$ cat config.mk
export PLATFORM = sky130hd
export DESIGN_NAME = mpseq_top
export DESIGN_NICKNAME = d
export VERILOG_FILES = /design/src/verilog/mpseq_pkg.sv /design/src/verilog/mpseq_lowtimer.sv /design/src/verilog/mpseq_top.sv
export SDC_FILE = /design/constraint.sdc
export NUM_CORES = 1
export LEC_CHECK = 0
export BUFFER_PORTS_ARGS = -buffer_cell sky130_fd_sc_hd__buf_2
export CORE_MARGIN = 2
export CORE_UTILIZATION = 50
export DETAILED_ROUTE_END_ITERATION = 7
export GPL_TIMING_DRIVEN = 1
export MAX_ROUTING_LAYER = met4
export PLACE_DENSITY = 0.66
export SYNTH_ARGS = -nofsm -noshare
export SYNTH_HDL_FRONTEND = slang
export SYNTH_SLANG_ARGS = --single-unit
$ cat constraint.sdc
create_clock -name clk_sys -period 7.2 [get_ports clk_sys]
set_clock_uncertainty 0.2 [all_clocks]
set_input_delay 0.72 -clock clk_sys [delete_from_list [all_inputs] [get_ports clk_sys]]
set_output_delay 0.72 -clock clk_sys [all_outputs]
set_load 0.01 [all_outputs]
$ cat src/verilog/mpseq_pkg.sv
// mpseq_pkg: shared constants and carriers for the power on/off sequencer
// assumes a 25 MHz system clock; times are kept in their own unit and turned into cycles here
package mpseq_pkg;
   localparam int unsigned CLK_HZ         = 25_000_000;
   localparam int unsigned HOLD_MS        = 1000;   // power toggle least hold time
   localparam int unsigned BOOT_MS        = 900;    // software startup after status rises
   localparam int unsigned EOFF_MS        = 200;    // emergency-off least hold time
   localparam int unsigned HOLD_CYC       = (CLK_HZ / 1000) * HOLD_MS;
   localparam int unsigned BOOT_CYC       = (CLK_HZ / 1000) * BOOT_MS;
   localparam int unsigned EOFF_CYC       = (CLK_HZ / 1000) * EOFF_MS;
   localparam int unsigned CNT_W          = 32;

   typedef enum logic [2:0] {
      MPSEQ_OFF      = 3'h0,
      MPSEQ_SUPPLY   = 3'h1,
      MPSEQ_BOOT     = 3'h3,
      MPSEQ_ON       = 3'h2,
      MPSEQ_WAIT_REL = 3'h6,
      MPSEQ_DETACH   = 3'h7,
      MPSEQ_DOWN     = 3'h5
   } mpseq_state_t;

   // pin levels as seen by the device; each open-collector pin is read as a plain level
   typedef struct packed {
      logic pwr_key_n;
      logic eoff_n;
   } mpseq_pins_t;
endpackage

$ cat src/verilog/mpseq_lowtimer.sv
// mpseq_lowtimer: measures how long an active-low input has stayed low
// assumes the input is already synchronous to clk_sys
`timescale 1ns/10ps
module mpseq_lowtimer
   import mpseq_pkg::*;
#(
   parameter int unsigned LIMIT = 1000
) (
   // clock and reset
   input  wire logic clk_sys,
   input  wire logic rst,
   // level in, qualified level out
   input  wire logic level_n,
   output logic      long_low
);
   typedef struct packed {
      logic [CNT_W-1:0] cnt;
      logic             hit;
   } mpseq_lt_t;

   mpseq_lt_t s_q, s_d;

   always_comb begin
      s_d = s_q;
      if (level_n) begin
         s_d.cnt = '0;
         s_d.hit = 1'b0;
      end else if (s_q.cnt < CNT_W'(LIMIT)) begin
         s_d.cnt = s_q.cnt + CNT_W'(1);
      end else begin
         s_d.hit = 1'b1;
      end
   end

   always_ff @(posedge clk_sys) begin
      if (rst) begin
         s_q <= '0;
      end else begin
         s_q <= s_d;
      end
   end

   assign long_low = s_q.hit;
endmodule

$ cat src/verilog/mpseq_top.sv
// mpseq_top: device-side power on/off sequencer driven by a power toggle pin and an emergency-off pin
// assumes pins are synchronous to clk_sys and pulled up inside the device; the host only pulls them low
`timescale 1ns/10ps
module mpseq_top
   import mpseq_pkg::*;
#(
   parameter int unsigned HOLD_CYCLES = HOLD_CYC,
   parameter int unsigned BOOT_CYCLES = BOOT_CYC,
   parameter int unsigned EOFF_CYCLES = EOFF_CYC
) (
   // clock and reset
   input  wire logic  clk_sys,
   input  wire logic  rst,
   // host-facing pins
   input  wire mpseq_pins_t pins,
   output logic        pwr_status,
   // internal radio side
   input  wire logic  supply_good,
   input  wire logic  sw_off_req,
   input  wire logic  detach_done,
   output logic        supply_en,
   output logic        sw_ready,
   output logic        detach_req,
   output logic        forced_off
);
   typedef struct packed {
      mpseq_state_t     st;
      logic [CNT_W-1:0] cnt;
      logic             status;
      logic             supply;
      logic             ready;
      logic             detach;
      logic             forced;
      logic             eoff_seen;
   } mpseq_top_t;

   mpseq_top_t s_q, s_d;
   logic       key_long;
   logic       eoff_long;

   mpseq_lowtimer #(.LIMIT(HOLD_CYCLES)) u_key (
      .clk_sys  (clk_sys),
      .rst      (rst),
      .level_n  (pins.pwr_key_n),
      .long_low (key_long)
   );

   mpseq_lowtimer #(.LIMIT(EOFF_CYCLES)) u_eoff (
      .clk_sys  (clk_sys),
      .rst      (rst),
      .level_n  (pins.eoff_n),
      .long_low (eoff_long)
   );

   always_comb begin
      s_d        = s_q;
      s_d.forced = 1'b0;
      // emergency-off is acted on at release, like the toggle's off request (power-on acts at the qualified hold), after a qualified hold
      if (eoff_long) begin
         s_d.eoff_seen = 1'b1;
      end
      if (s_q.eoff_seen && pins.eoff_n) begin
         s_d.eoff_seen = 1'b0;
         if (s_q.st != MPSEQ_OFF) begin
            // no detach: drop everything at once
            s_d.st     = MPSEQ_OFF;
            s_d.supply = 1'b0;
            s_d.status = 1'b0;
            s_d.ready  = 1'b0;
            s_d.detach = 1'b0;
            s_d.forced = 1'b1;
         end
      end else begin
         case (s_q.st)
            MPSEQ_OFF: begin
               // start once the hold qualifies; the host may keep holding through boot
               if (key_long) begin
                  s_d.st     = MPSEQ_SUPPLY;
                  s_d.supply = 1'b1;
               end
            end
            MPSEQ_SUPPLY: begin
               if (supply_good) begin
                  s_d.status = 1'b1;
                  s_d.cnt    = '0;
                  s_d.st     = MPSEQ_BOOT;
               end
            end
            MPSEQ_BOOT: begin
               if (s_q.cnt < CNT_W'(BOOT_CYCLES)) begin
                  s_d.cnt = s_q.cnt + CNT_W'(1);
               end else begin
                  s_d.ready = 1'b1;
                  // a key still held from power-on must be released before it can mean off
                  s_d.st    = pins.pwr_key_n ? MPSEQ_ON : MPSEQ_WAIT_REL;
               end
            end
            MPSEQ_WAIT_REL: begin
               if (pins.pwr_key_n) begin
                  s_d.st = MPSEQ_ON;
               end
            end
            MPSEQ_ON: begin
               if (sw_off_req) begin
                  s_d.st     = MPSEQ_DETACH;
                  s_d.detach = 1'b1;
               end else if (key_long) begin
                  s_d.st = MPSEQ_DOWN;
               end
            end
            MPSEQ_DOWN: begin
               // qualified off request waits for the release
               if (pins.pwr_key_n) begin
                  s_d.st     = MPSEQ_DETACH;
                  s_d.detach = 1'b1;
               end
            end
            MPSEQ_DETACH: begin
               if (detach_done) begin
                  s_d.detach = 1'b0;
                  s_d.supply = 1'b0;
                  s_d.ready  = 1'b0;
                  s_d.status = 1'b0;
                  s_d.st     = MPSEQ_OFF;
               end
            end
            default: begin
               s_d = '0;
            end
         endcase
      end
   end

   always_ff @(posedge clk_sys) begin
      if (rst) begin
         s_q <= '0;
      end else begin
         s_q <= s_d;
      end
   end

   assign pwr_status = s_q.status;
   assign supply_en  = s_q.supply;
   assign sw_ready   = s_q.ready;
   assign detach_req = s_q.detach;
   assign forced_off = s_q.forced;
endmodule

=== Word level (Yosys, flattened, before mapping) ===
Index checks and enable logic that the tools add are counted.

* Equality and inequality tests: 21
* Reduce and logical (&&, ||, !) cells: 18
* Muxes and demuxes: 27
* Magnitude comparators: 3
* Add/subtract/negate cells: 3
* Bitwise operators: 3

{| class="wikitable"
|+ Operators with widths
! kind !! number
|-
| 32-bit by 1-bit adder with 32-bit output (second input constant) || 3
|-
| 32-bit one-hot mux with 3 select lines || 1
|-
| 32-bit by 25-bit < comparator with 1-bit output (second input constant) || 2
|-
| 36-bit two-way mux || 1
|-
| 32-bit by 23-bit < comparator with 1-bit output (second input constant) || 1
|-
| 32-bit two-way mux || 1
|-
| 3-bit two-way mux || 10
|-
| 3-bit one-hot mux with 7 select lines || 1
|-
| 5-bit OR reduction || 4
|-
| 3-bit inequality test (second input constant) || 6
|-
| 4-bit AND reduction || 4
|-
| 2-bit by 1-bit inequality test with 1-bit output (second input constant) || 5
|-
| 3-bit equality test (second input constant) || 3
|-
| 1-bit one-hot mux with 3 select lines || 3
|-
| 8-bit AND reduction || 1
|-
| 7-bit OR reduction || 1
|-
| 3-bit by 2-bit equality test with 1-bit output (second input constant) || 2
|-
| 1-bit two-way mux || 6
|-
| 6-bit two-way mux || 1
|-
| 5-bit two-way mux || 1
|-
| 5-bit AND reduction || 1
|-
| 4-bit two-way mux || 1
|-
| 2-bit inequality test (second input constant) || 2
|-
| 4-bit by 3-bit inequality test with 1-bit output (second input constant) || 1
|-
| other kinds (10) || 13
|}

* Output and inout bits: 5
* Logic and storage cells: 87
* Input port bits: 7
* Bits in registers: 107

=== Logic depth before layout (Yosys ltp) ===
Gate-level depths: netlist of run 1.

* Depth after elaboration: 4
* Mapped depth: 10

=== Cells and area by module ===
A second synthesis of run 1 with hierarchy kept.

* Cells, all modules: 630
* Area, all modules: 5260.0 um2

{| class="wikitable"
|+ By module, submodules not included
! module !! sequential area each (um2) !! cells an instance !! area an instance (um2) !! instances
|-
| mpseq_top || 820.8 || 281 || 2229.6 || 1
|-
| mpseq_lowtimer (u_eoff) || 660.6 || 174 || 1519.0 || 1
|-
| mpseq_lowtimer (u_key) || 660.6 || 175 || 1511.4 || 1
|}

=== Worst setup path after synthesis of run 1 ===
No wires, ideal clock.

* Kind: register to register
* Start: reg s_q[40] (netlist bit)
* End: reg s_q[25] (netlist bit)
* Path slack: 4.690 ns
* Cell stages (with the launch flop): 9
* Arrival: 2.240 ns
* Path through: dfxtp_1 -> clkbuf_1 -> inv_1 -> ha_1 -> nor4_2 -> o21a_1 -> nand3_2 -> or4_1 -> a21oi_1

* Longest elaborated chain between the ends: 4
* Elaborated cells on any way between the ends: 13

{| class="wikitable"
|+ Ends and longest elaborated chain
! what !! RTL line !! text
|-
| start: declaration || mpseq_top.sv:37 || <nowiki>mpseq_top_t s_q, s_d;</nowiki>
|-
| start signal: assignment || mpseq_top.sv:136 || <nowiki>s_q <= '0;</nowiki>
|-
| start signal: assignment || mpseq_top.sv:138 || <nowiki>s_q <= s_d;</nowiki>
|-
| 3-bit equality test (tied with other cells) || mpseq_top.sv:74 || <nowiki>case (s_q.st)</nowiki>
|-
| 5-bit OR reduction (no source line) || -- ||
|-
| 1-bit inverter (no source line) || -- ||
|-
| 4-bit AND reduction (no source line) || -- ||
|}

Parallel ways exist; a longest one is shown, timed or not.
A chain may end at the register's enable or synchronous reset.

=== Worst setup path after layout of run 1 ===
Ends and elaborated chain as after synthesis.

==> flow_metrics.py, run 1 <==
metrics = {
    "run_status": {
        "status": "completed",
    },
    "logic_synthesis": {
        "synth_fp_nets": 599,
        "synth-async-reset-ratio": 0,
        "ys_types": 65,
        "yosysTopAreaCellShare": 0.424,
        "synth_ff_type": "dfxtp_1",
        "seq_area_frac_synth": 0.424,
        "synthesis.area_sq_um": 5050,
        "ys_top_cells_by_area": "dfxtp_1 (42%), xor2_1 (7.6%), nor2_1 (6.1%)",
        "ys_warn_count": 0,
        "avgSynthCellArea_sq_um": 8.59,
        "ys_ff_latch": 107,
        "synth_edf_count": 0,
        "synth_largest_area_cell": "dfxtp_1",
        "synth_cells": 588,
    },
    "power_and_ir_drop": {
        "ir_drop_mv": 0.158,
        "leakage_uw": 0.00185,
        "power.density_nw_per_um2": 182,
    },
    "finish": {
        "antennaDiodeCount": 0,
        "finalNonFillerCells": 725,
        "area_growth_pct": 6.44,
        "nNetsFinal": 598,
        "finish.instance_area_sq_um": 5380,
        "drive_gt1_frac": 0.0828,
    },
    "critical_path": {
        "slowest_delay_ns": 0.60,
        "cp_max_fo": 20,
        "reg2reg_from": "s_q[40]",
        "arrival_ns": 3.34,
        "crit_buf_inv": 1,
        "crit_path_end_kind": "flip-flop",
        "path_cells": "inv_1, ha_1, nor4_2, o21a_1, nand3_2, or4_1, a21oi_1",
        "critPathKind": "flip-flop to flip-flop",
        "worstSetupStartpoint": "s_q[40]",
        "crit_family": "simple AND/OR/NAND/NOR gates",
        "slowest_stage": "o21a_1",
        "start_kind": "flip-flop",
        "cp_data_required_time_ns": 7.28,
    },
    "die": {
        "design.core.area_sq_um": 9770,
        "die_area_sq_um": 10900,
        "fp.dieW_um": 105,
        "floorplan.die.height_um": 105,
        "initial_core_util": 0.517,
        "ioPinCount": 12,
        "rows": 36,
    },
    "timing": {
        "fmax_ghz": 0.307,
        "finalHoldViolCount": 0,
        "final.min_clock_period_ns": 3.26,
        "fin_crit_sh": 0.453,
        "report.final.slew_viol_count": 0,
        "tns_ns": 0,
        "slew_headroom": 0.421,
        "rsz0062_at_grt": "no",
        "worstMarginPinSlew_ns": 0.869,
        "fin_ws_ns": 3.94,
        "setup_viol": 0,
    },
    "grt": {
        "grt_overflow": 0,
        "grtUsageTotal": 0.197,
        "grt_pass1_wl_um": 17300,
        "grt_pass1_vias": 3747,
        "antenna_found_initial": 0,
        "grt_max_degree": 26,
    },
    "drt": {
        "via_per_inst": 5.58,
        "drtAntennaViolNets": 0,
        "drc": 0,
        "route.met2.wl_um": 4440,
        "drt_pass1_iterations": 6,
        "routed.top_layer": "met4",
        "wl_met3_um": 343,
        "wl_met1_um": 5130,
        "wl_per_cell_um": 13.8,
        "wl_um": 10000,
        "drt-initial-drc-count": 178,
        "vias": 4047,
    },
    "cts": {
        "root_buffer": "clkbuf_8",
        "ctsResizeCount": 0,
        "clkTransAtPathRegs_ns": 0.10,
        "postCtsSetupBuffers": 0,
        "htreeDepth": 3,
        "cts_sinks": 107,
        "numCtsBuffers": 9,
        "clockBufferDepth": 2,
        "insertion_delay_ns": 0.37,
        "postCtsHoldBufs": 0,
        "cts_tree": "yes",
    },
    "placed_design": {
        "dpl.hpwl_um": 6860,
        "gp_congestion": 0.868,
        "pre_cts_ws_ns": 3.97,
        "dpl_cell_area_sq_um": 5180,
        "place_inst": 709,
        "port_buffers": 11,
    },
    "flow_run": {
        "cap_violations": 0,
    },
    "hold_path": {
        "holdCritStartpoint": "u_eoff.s_q[28]",
        "hp-class": "flip-flop to flip-flop",
    },
}
## area by class of cell
cell class | instances | area, sq um
Fill cell | 941 | 4400
Multi-Input combinational cell | 443 | 2760
Sequential cell | 107 | 2140
Tap cell | 133 | 166
Clock buffer | 11 | 131
Clock inverter | 5 | 62.6
Timing Repair Buffer | 12 | 62.6
Inverter | 14 | 52.6
## cells in the mapped netlist (3+ instances only)
master / instances
and4_1: 3
mux2i_1: 3
o31ai_1: 7
o211a_1: 3
o21ai_0: 15
ha_1: 4
xnor2_1: 7
or2_2: 4
or4_1: 7
nor3_1: 16
dfxtp_1: 107
buf_2: 3
a21oi_1: 26
nand3b_1: 3
a31oi_1: 5
or3_1: 11
o211ai_1: 6
xor2_1: 44
nor2_1: 82
nand3_1: 35
and2_1: 29
inv_1: 14
and3_1: 16
clkbuf_1: 19
nor4_1: 7
nand4_1: 31
nand2_1: 36
## routing by layer
metal,vias to the layer above,track usage
li1,2091,-
met1,1892,0.263
met2,53,0.299
met3,11,0.0432
met4,0,0.0589
met5,-,-
## placed cells by master (no fill, tap or decap), types with 15 or more instances in the layout
master / count
dfxtp_1: 107
nor2_1: 82
xor2_1: 44
nand2_1: 36
nand3_1: 35
nand4_1: 31
and2_1: 29
a21oi_1: 26
nor3_1: 16
and3_1: 16
o21ai_0: 15
## path summary, 6_finish.rpt
path	end	slack, ns	cells past startpoint
max	s_q[25]	3.94	7
max reg2reg	s_q[25]	3.94	7
min reg2reg	u_eoff.s_q[28]	0.27	1
min	u_eoff.s_q[28]	0.27	1
## registers in the layout, summed over array words and instances, names as in the netlist
register	count
detach_req	1
pwr_status	1
u_key.s_q	32
u_key.long_low	1
supply_en	1
u_eoff.long_low	1
forced_off	1
sw_ready	1
u_eoff.s_q	32
s_q	36
## report_power, final
part           switching, uW  internal, uW
registers               1.11           592
logic                   13.9          4.04
clock network            205           163
total                    220           760
## worst reg2reg max path, stage by stage, from the launching register on
cell and delay (ns):
dfxtp_1 0.57, inv_1 0.19, ha_1 0.35, nor4_2 0.34, o21a_1 0.60, nand3_2 0.25, or4_1 0.52, a21oi_1 0.16
## logic make-up (layout without fill, tap and decap cells)
| logic type | count (synthesis) | after routing | share of synthesized area |
|---|---|---|---|
| AOI/OAI and AO/OA | 80 | 80 | 0.108 |
| buffers and inverters | 38 | 42 | 0.0297 |
| adders and majority gates | 4 | 4 | 0.00991 |
| DFF | 107 | 107 | 0.424 |
| muxes | 3 | 3 | 0.00594 |
| xor gates and xnor gates | 51 | 51 | 0.0884 |
| and+or+nand+nor | 305 | 305 | 0.334 |
## through the flow
step           total power [uW]  hold WS [ns]  utilization
2_1_floorplan               619         0.230            -
3_3_place_gp                625         0.242        0.530
3_5_place_dp                625         0.244        0.530
4_1_cts                     992         0.273        0.550
5_1_grt                    1020         0.287        0.550
6_report                    979         0.266        0.550
Power figures use the tool's default switching activity.
==> run 2: changes to the inputs <==
--- a/config.mk
+++ b/config.mk
@@ -5,13 +5,14 @@
 export SDC_FILE = /design/constraint.sdc
 export NUM_CORES = 1
 export LEC_CHECK = 0
+export ABC_AREA = 1
 export BUFFER_PORTS_ARGS = -buffer_cell sky130_fd_sc_hd__buf_2
 export CORE_MARGIN = 2
 export CORE_UTILIZATION = 50
 export DETAILED_ROUTE_END_ITERATION = 7
 export GPL_TIMING_DRIVEN = 1
 export MAX_ROUTING_LAYER = met4
-export PLACE_DENSITY = 0.66
+export PLACE_DENSITY = 0.68
 export SYNTH_ARGS = -nofsm -noshare
 export SYNTH_HDL_FRONTEND = slang
 export SYNTH_SLANG_ARGS = --single-unit
==> constraint.sdc (replaced) <==
create_clock -name clk_sys -period 2.7 [get_ports clk_sys]
set_clock_uncertainty 0.2 [all_clocks]
set_input_delay 0.27 -clock clk_sys [delete_from_list [all_inputs] [get_ports clk_sys]]
set_output_delay 0.27 -clock clk_sys [all_outputs]
set_load 0.01 [all_outputs]
==> run 2 against run 1 <==
Compared with the run above: fmax rose by 47%; power rose to 4.6 times the previous value; setup slack got worse by 3.5 ns; critical path depth up 2; count of clock-buffer cells in the layout down 1; die area is 18% higher; first-iteration DRC count up 110%; clock power rose to 4.1 times the previous value; final cell count grew 49%.
==> flow_metrics.py, run 2 <==
metrics = {
    "run_status": {
        "status": "completed",
    },
    "critical_path": {
        "crit_path_end_kind": "flip-flop",
        "start_kind": "flip-flop",
        "cp_max_fo": 32,
        "arrival_ns": 2.30,
        "cp_data_required_time_ns": 2.78,
        "critPathKind": "flip-flop to flip-flop",
    },
    "logic_synthesis": {
        "ys_top_cells_by_area": "dfxtp_1 (36%), nand2_1 (16%), nor2_1 (9.6%)",
        "synth_ff_type": "dfxtp_1",
        "ys_warn_count": 0,
        "synth_fp_nets": 943,
        "yosys.cell_count.top_type": "nand2_1",
        "synthTopCellsByCount": "nand2_1 (248), nor2_1 (153), dfxtp_1 (107)",
        "synth_edf_count": 0,
        "synth_largest_area_cell": "dfxtp_1",
        "yosysTopAreaCellShare": 0.358,
        "synth-async-reset-ratio": 0,
        "seq_area_frac_synth": 0.358,
        "avgSynthCellArea_sq_um": 6.41,
        "synth_cells": 932,
        "synthesis.area_sq_um": 5980,
        "ys_ff_latch": 107,
        "ys_types": 36,
    },
    "cts": {
        "cts_tree": "yes",
        "postCtsHoldBufs": 0,
        "root_buffer": "clkbuf_16",
        "cts_sinks": 107,
        "clockBufferDepth": 2,
        "insertion_delay_ns": 0.35,
        "htreeDepth": 3,
        "numCtsBuffers": 9,
        "ctsResizeCount": 0,
        "postCtsSetupBuffers": 0,
        "clkTransAtPathRegs_ns": 0.07,
    },
    "finish": {
        "top_register": "s_q",
        "mostFrequentLayoutCells": "nand2_1 (248), nor2_1 (153), dfxtp_1 (107), inv_1 (99), a21oi_1 (72)",
        "postLayoutCoreUtil": 0.558,
        "drive_gt1_frac": 0.0606,
        "antennaDiodeCount": 0,
        "largest_reg_flops": 36,
        "area_growth_pct": 7.95,
        "fillers": 1180,
        "final_common_cell": "nand2_1",
        "nNetsFinal": 946,
        "finish.instance_area_sq_um": 6450,
        "largestRegisters": "s_q: 36 flops, u_eoff.s_q: 32 flops, u_key.s_q: 32 flops",
    },
    "timing": {
        "final.min_clock_period_ns": 2.21,
        "fmax_ghz": 0.452,
        "finalHoldViolCount": 0,
        "whs_ns": 0.0903,
        "tns_ns": 0,
        "report.final.slew_viol_count": 0,
        "fin_crit_sh": 0.820,
        "worstMarginPinSlew_ns": 0.832,
        "setup_viol": 0,
        "slew_headroom": 0.444,
        "rsz0062_at_grt": "no",
    },
    "power_and_ir_drop": {
        "ir_drop_mv": 0.505,
        "fin_total_pwr_uw": 4460,
        "leakage_uw": 0.00236,
        "power.density_nw_per_um2": 691,
    },
    "drt": {
        "wl_um": 13100,
        "wl_per_cell_um": 12.1,
        "drc": 0,
        "drt_pass1_iterations": 5,
        "vias": 5531,
        "via_per_inst": 5.11,
        "drt-initial-drc-count": 376,
        "drtAntennaViolNets": 0,
    },
    "placed_design": {
        "port_buffers": 11,
        "dpl_cell_area_sq_um": 6110,
        "gp_congestion": 0.907,
        "dpl.hpwl_um": 9290,
    },
    "die": {
        "floorplan.die.height_um": 113,
        "ioPinCount": 12,
        "initial_core_util": 0.517,
        "die_area_sq_um": 12800,
        "fp.dieW_um": 113,
        "rows": 39,
        "design.core.area_sq_um": 11600,
    },
    "grt": {
        "antenna_found_initial": 0,
        "grtUsageTotal": 0.221,
        "grt_pass1_wl_um": 23000,
        "grt_overflow": 0,
        "grt_pass1_vias": 5061,
        "grt_max_degree": 33,
    },
    "hold_path": {
        "hp-class": "input port to flip-flop",
    },
    "flow_run": {
        "cap_violations": 0,
    },
}
==> run 2: changes by cell type after synthesis, moves of 7 or more <==
cell      delta
nand2_1    +212
inv_1       +85
nor2_1      +71
a21oi_1     +46
nand3_1     +35
and2_1      -29
nand4_1     -17
and3_1      -16
nor3_1      +16
xor2_1      -13
or3_1       -11
clkbuf_1     -9
o31ai_1      -7
or4_1        -7
==> run 2: worst paths after layout <==
path	start	cells past startpoint	endpoint	slack, ns
max	s_q[40]	9	s_q[24]	0.49
min	rst	2	s_q[29]	0.09
max reg2reg	s_q[40]	9	s_q[24]	0.49
min reg2reg	u_key.s_q[31]	2	u_key.s_q[31]	0.23
==> run 2: report_power, final <==
group / internal (uW) / switching [uW]
sequential: 1650 / 62.4
combinational: 340 / 893
clock: 911 / 607
==> run 2: cell families (layout without fill, tap and decap cells) <==
group                    Yosys count  count (layout)  share of synthesized area
AND/OR/NAND/NOR                  544             544                      0.390
flip-flops                       107             107                      0.358
XOR/XNOR                          40              40                     0.0586
buffers and inverters            131             139                     0.0911
adder cells (fa/ha/maj)            4               4                    0.00837
AO/OA/AOI/OAI                    106             106                     0.0936
==> run 2: metrics by stage <==
step	worst slack, ns	std cells
after floorplan	0.872	932
after global placement	0.571	1067
after detailed placement	0.518	1067
after CTS	0.497	1083
after global routing	0.317	1083
final	0.487	1083
==> run 2: layout make-up <==
type                    instances  area, sq um  area share
clock buffers                  10          229      0.0355
flip-flops and latches        107         2140       0.332
well taps                     143          179      0.0277
inverters                     106          399      0.0619
multi-input cells             694         3290       0.510
repair buffers                 17          100      0.0155
clock inverters                 6          113      0.0175
==> run 2: critical path: stages (launching register included) <==
cell,delay [ns]
dfxtp_1,0.39
inv_2,0.12
ha_1,0.31
nor2_1,0.13
nand2_2,0.08
nor2_4,0.12
nand3_4,0.19
nand2_4,0.34
nand2_1,0.10
a21oi_1,0.15
==> run 2: per-layer routing <==
layer,wire length (um),track usage,vias to the layer above,part of all wire
met5,0,-,-,0
met1,6680,0.293,2465,0.51
li1,-,-,2970,-
met2,5780,0.345,85,0.44
met3,470,0.0450,11,0.036
met4,139,0.0618,0,0.011
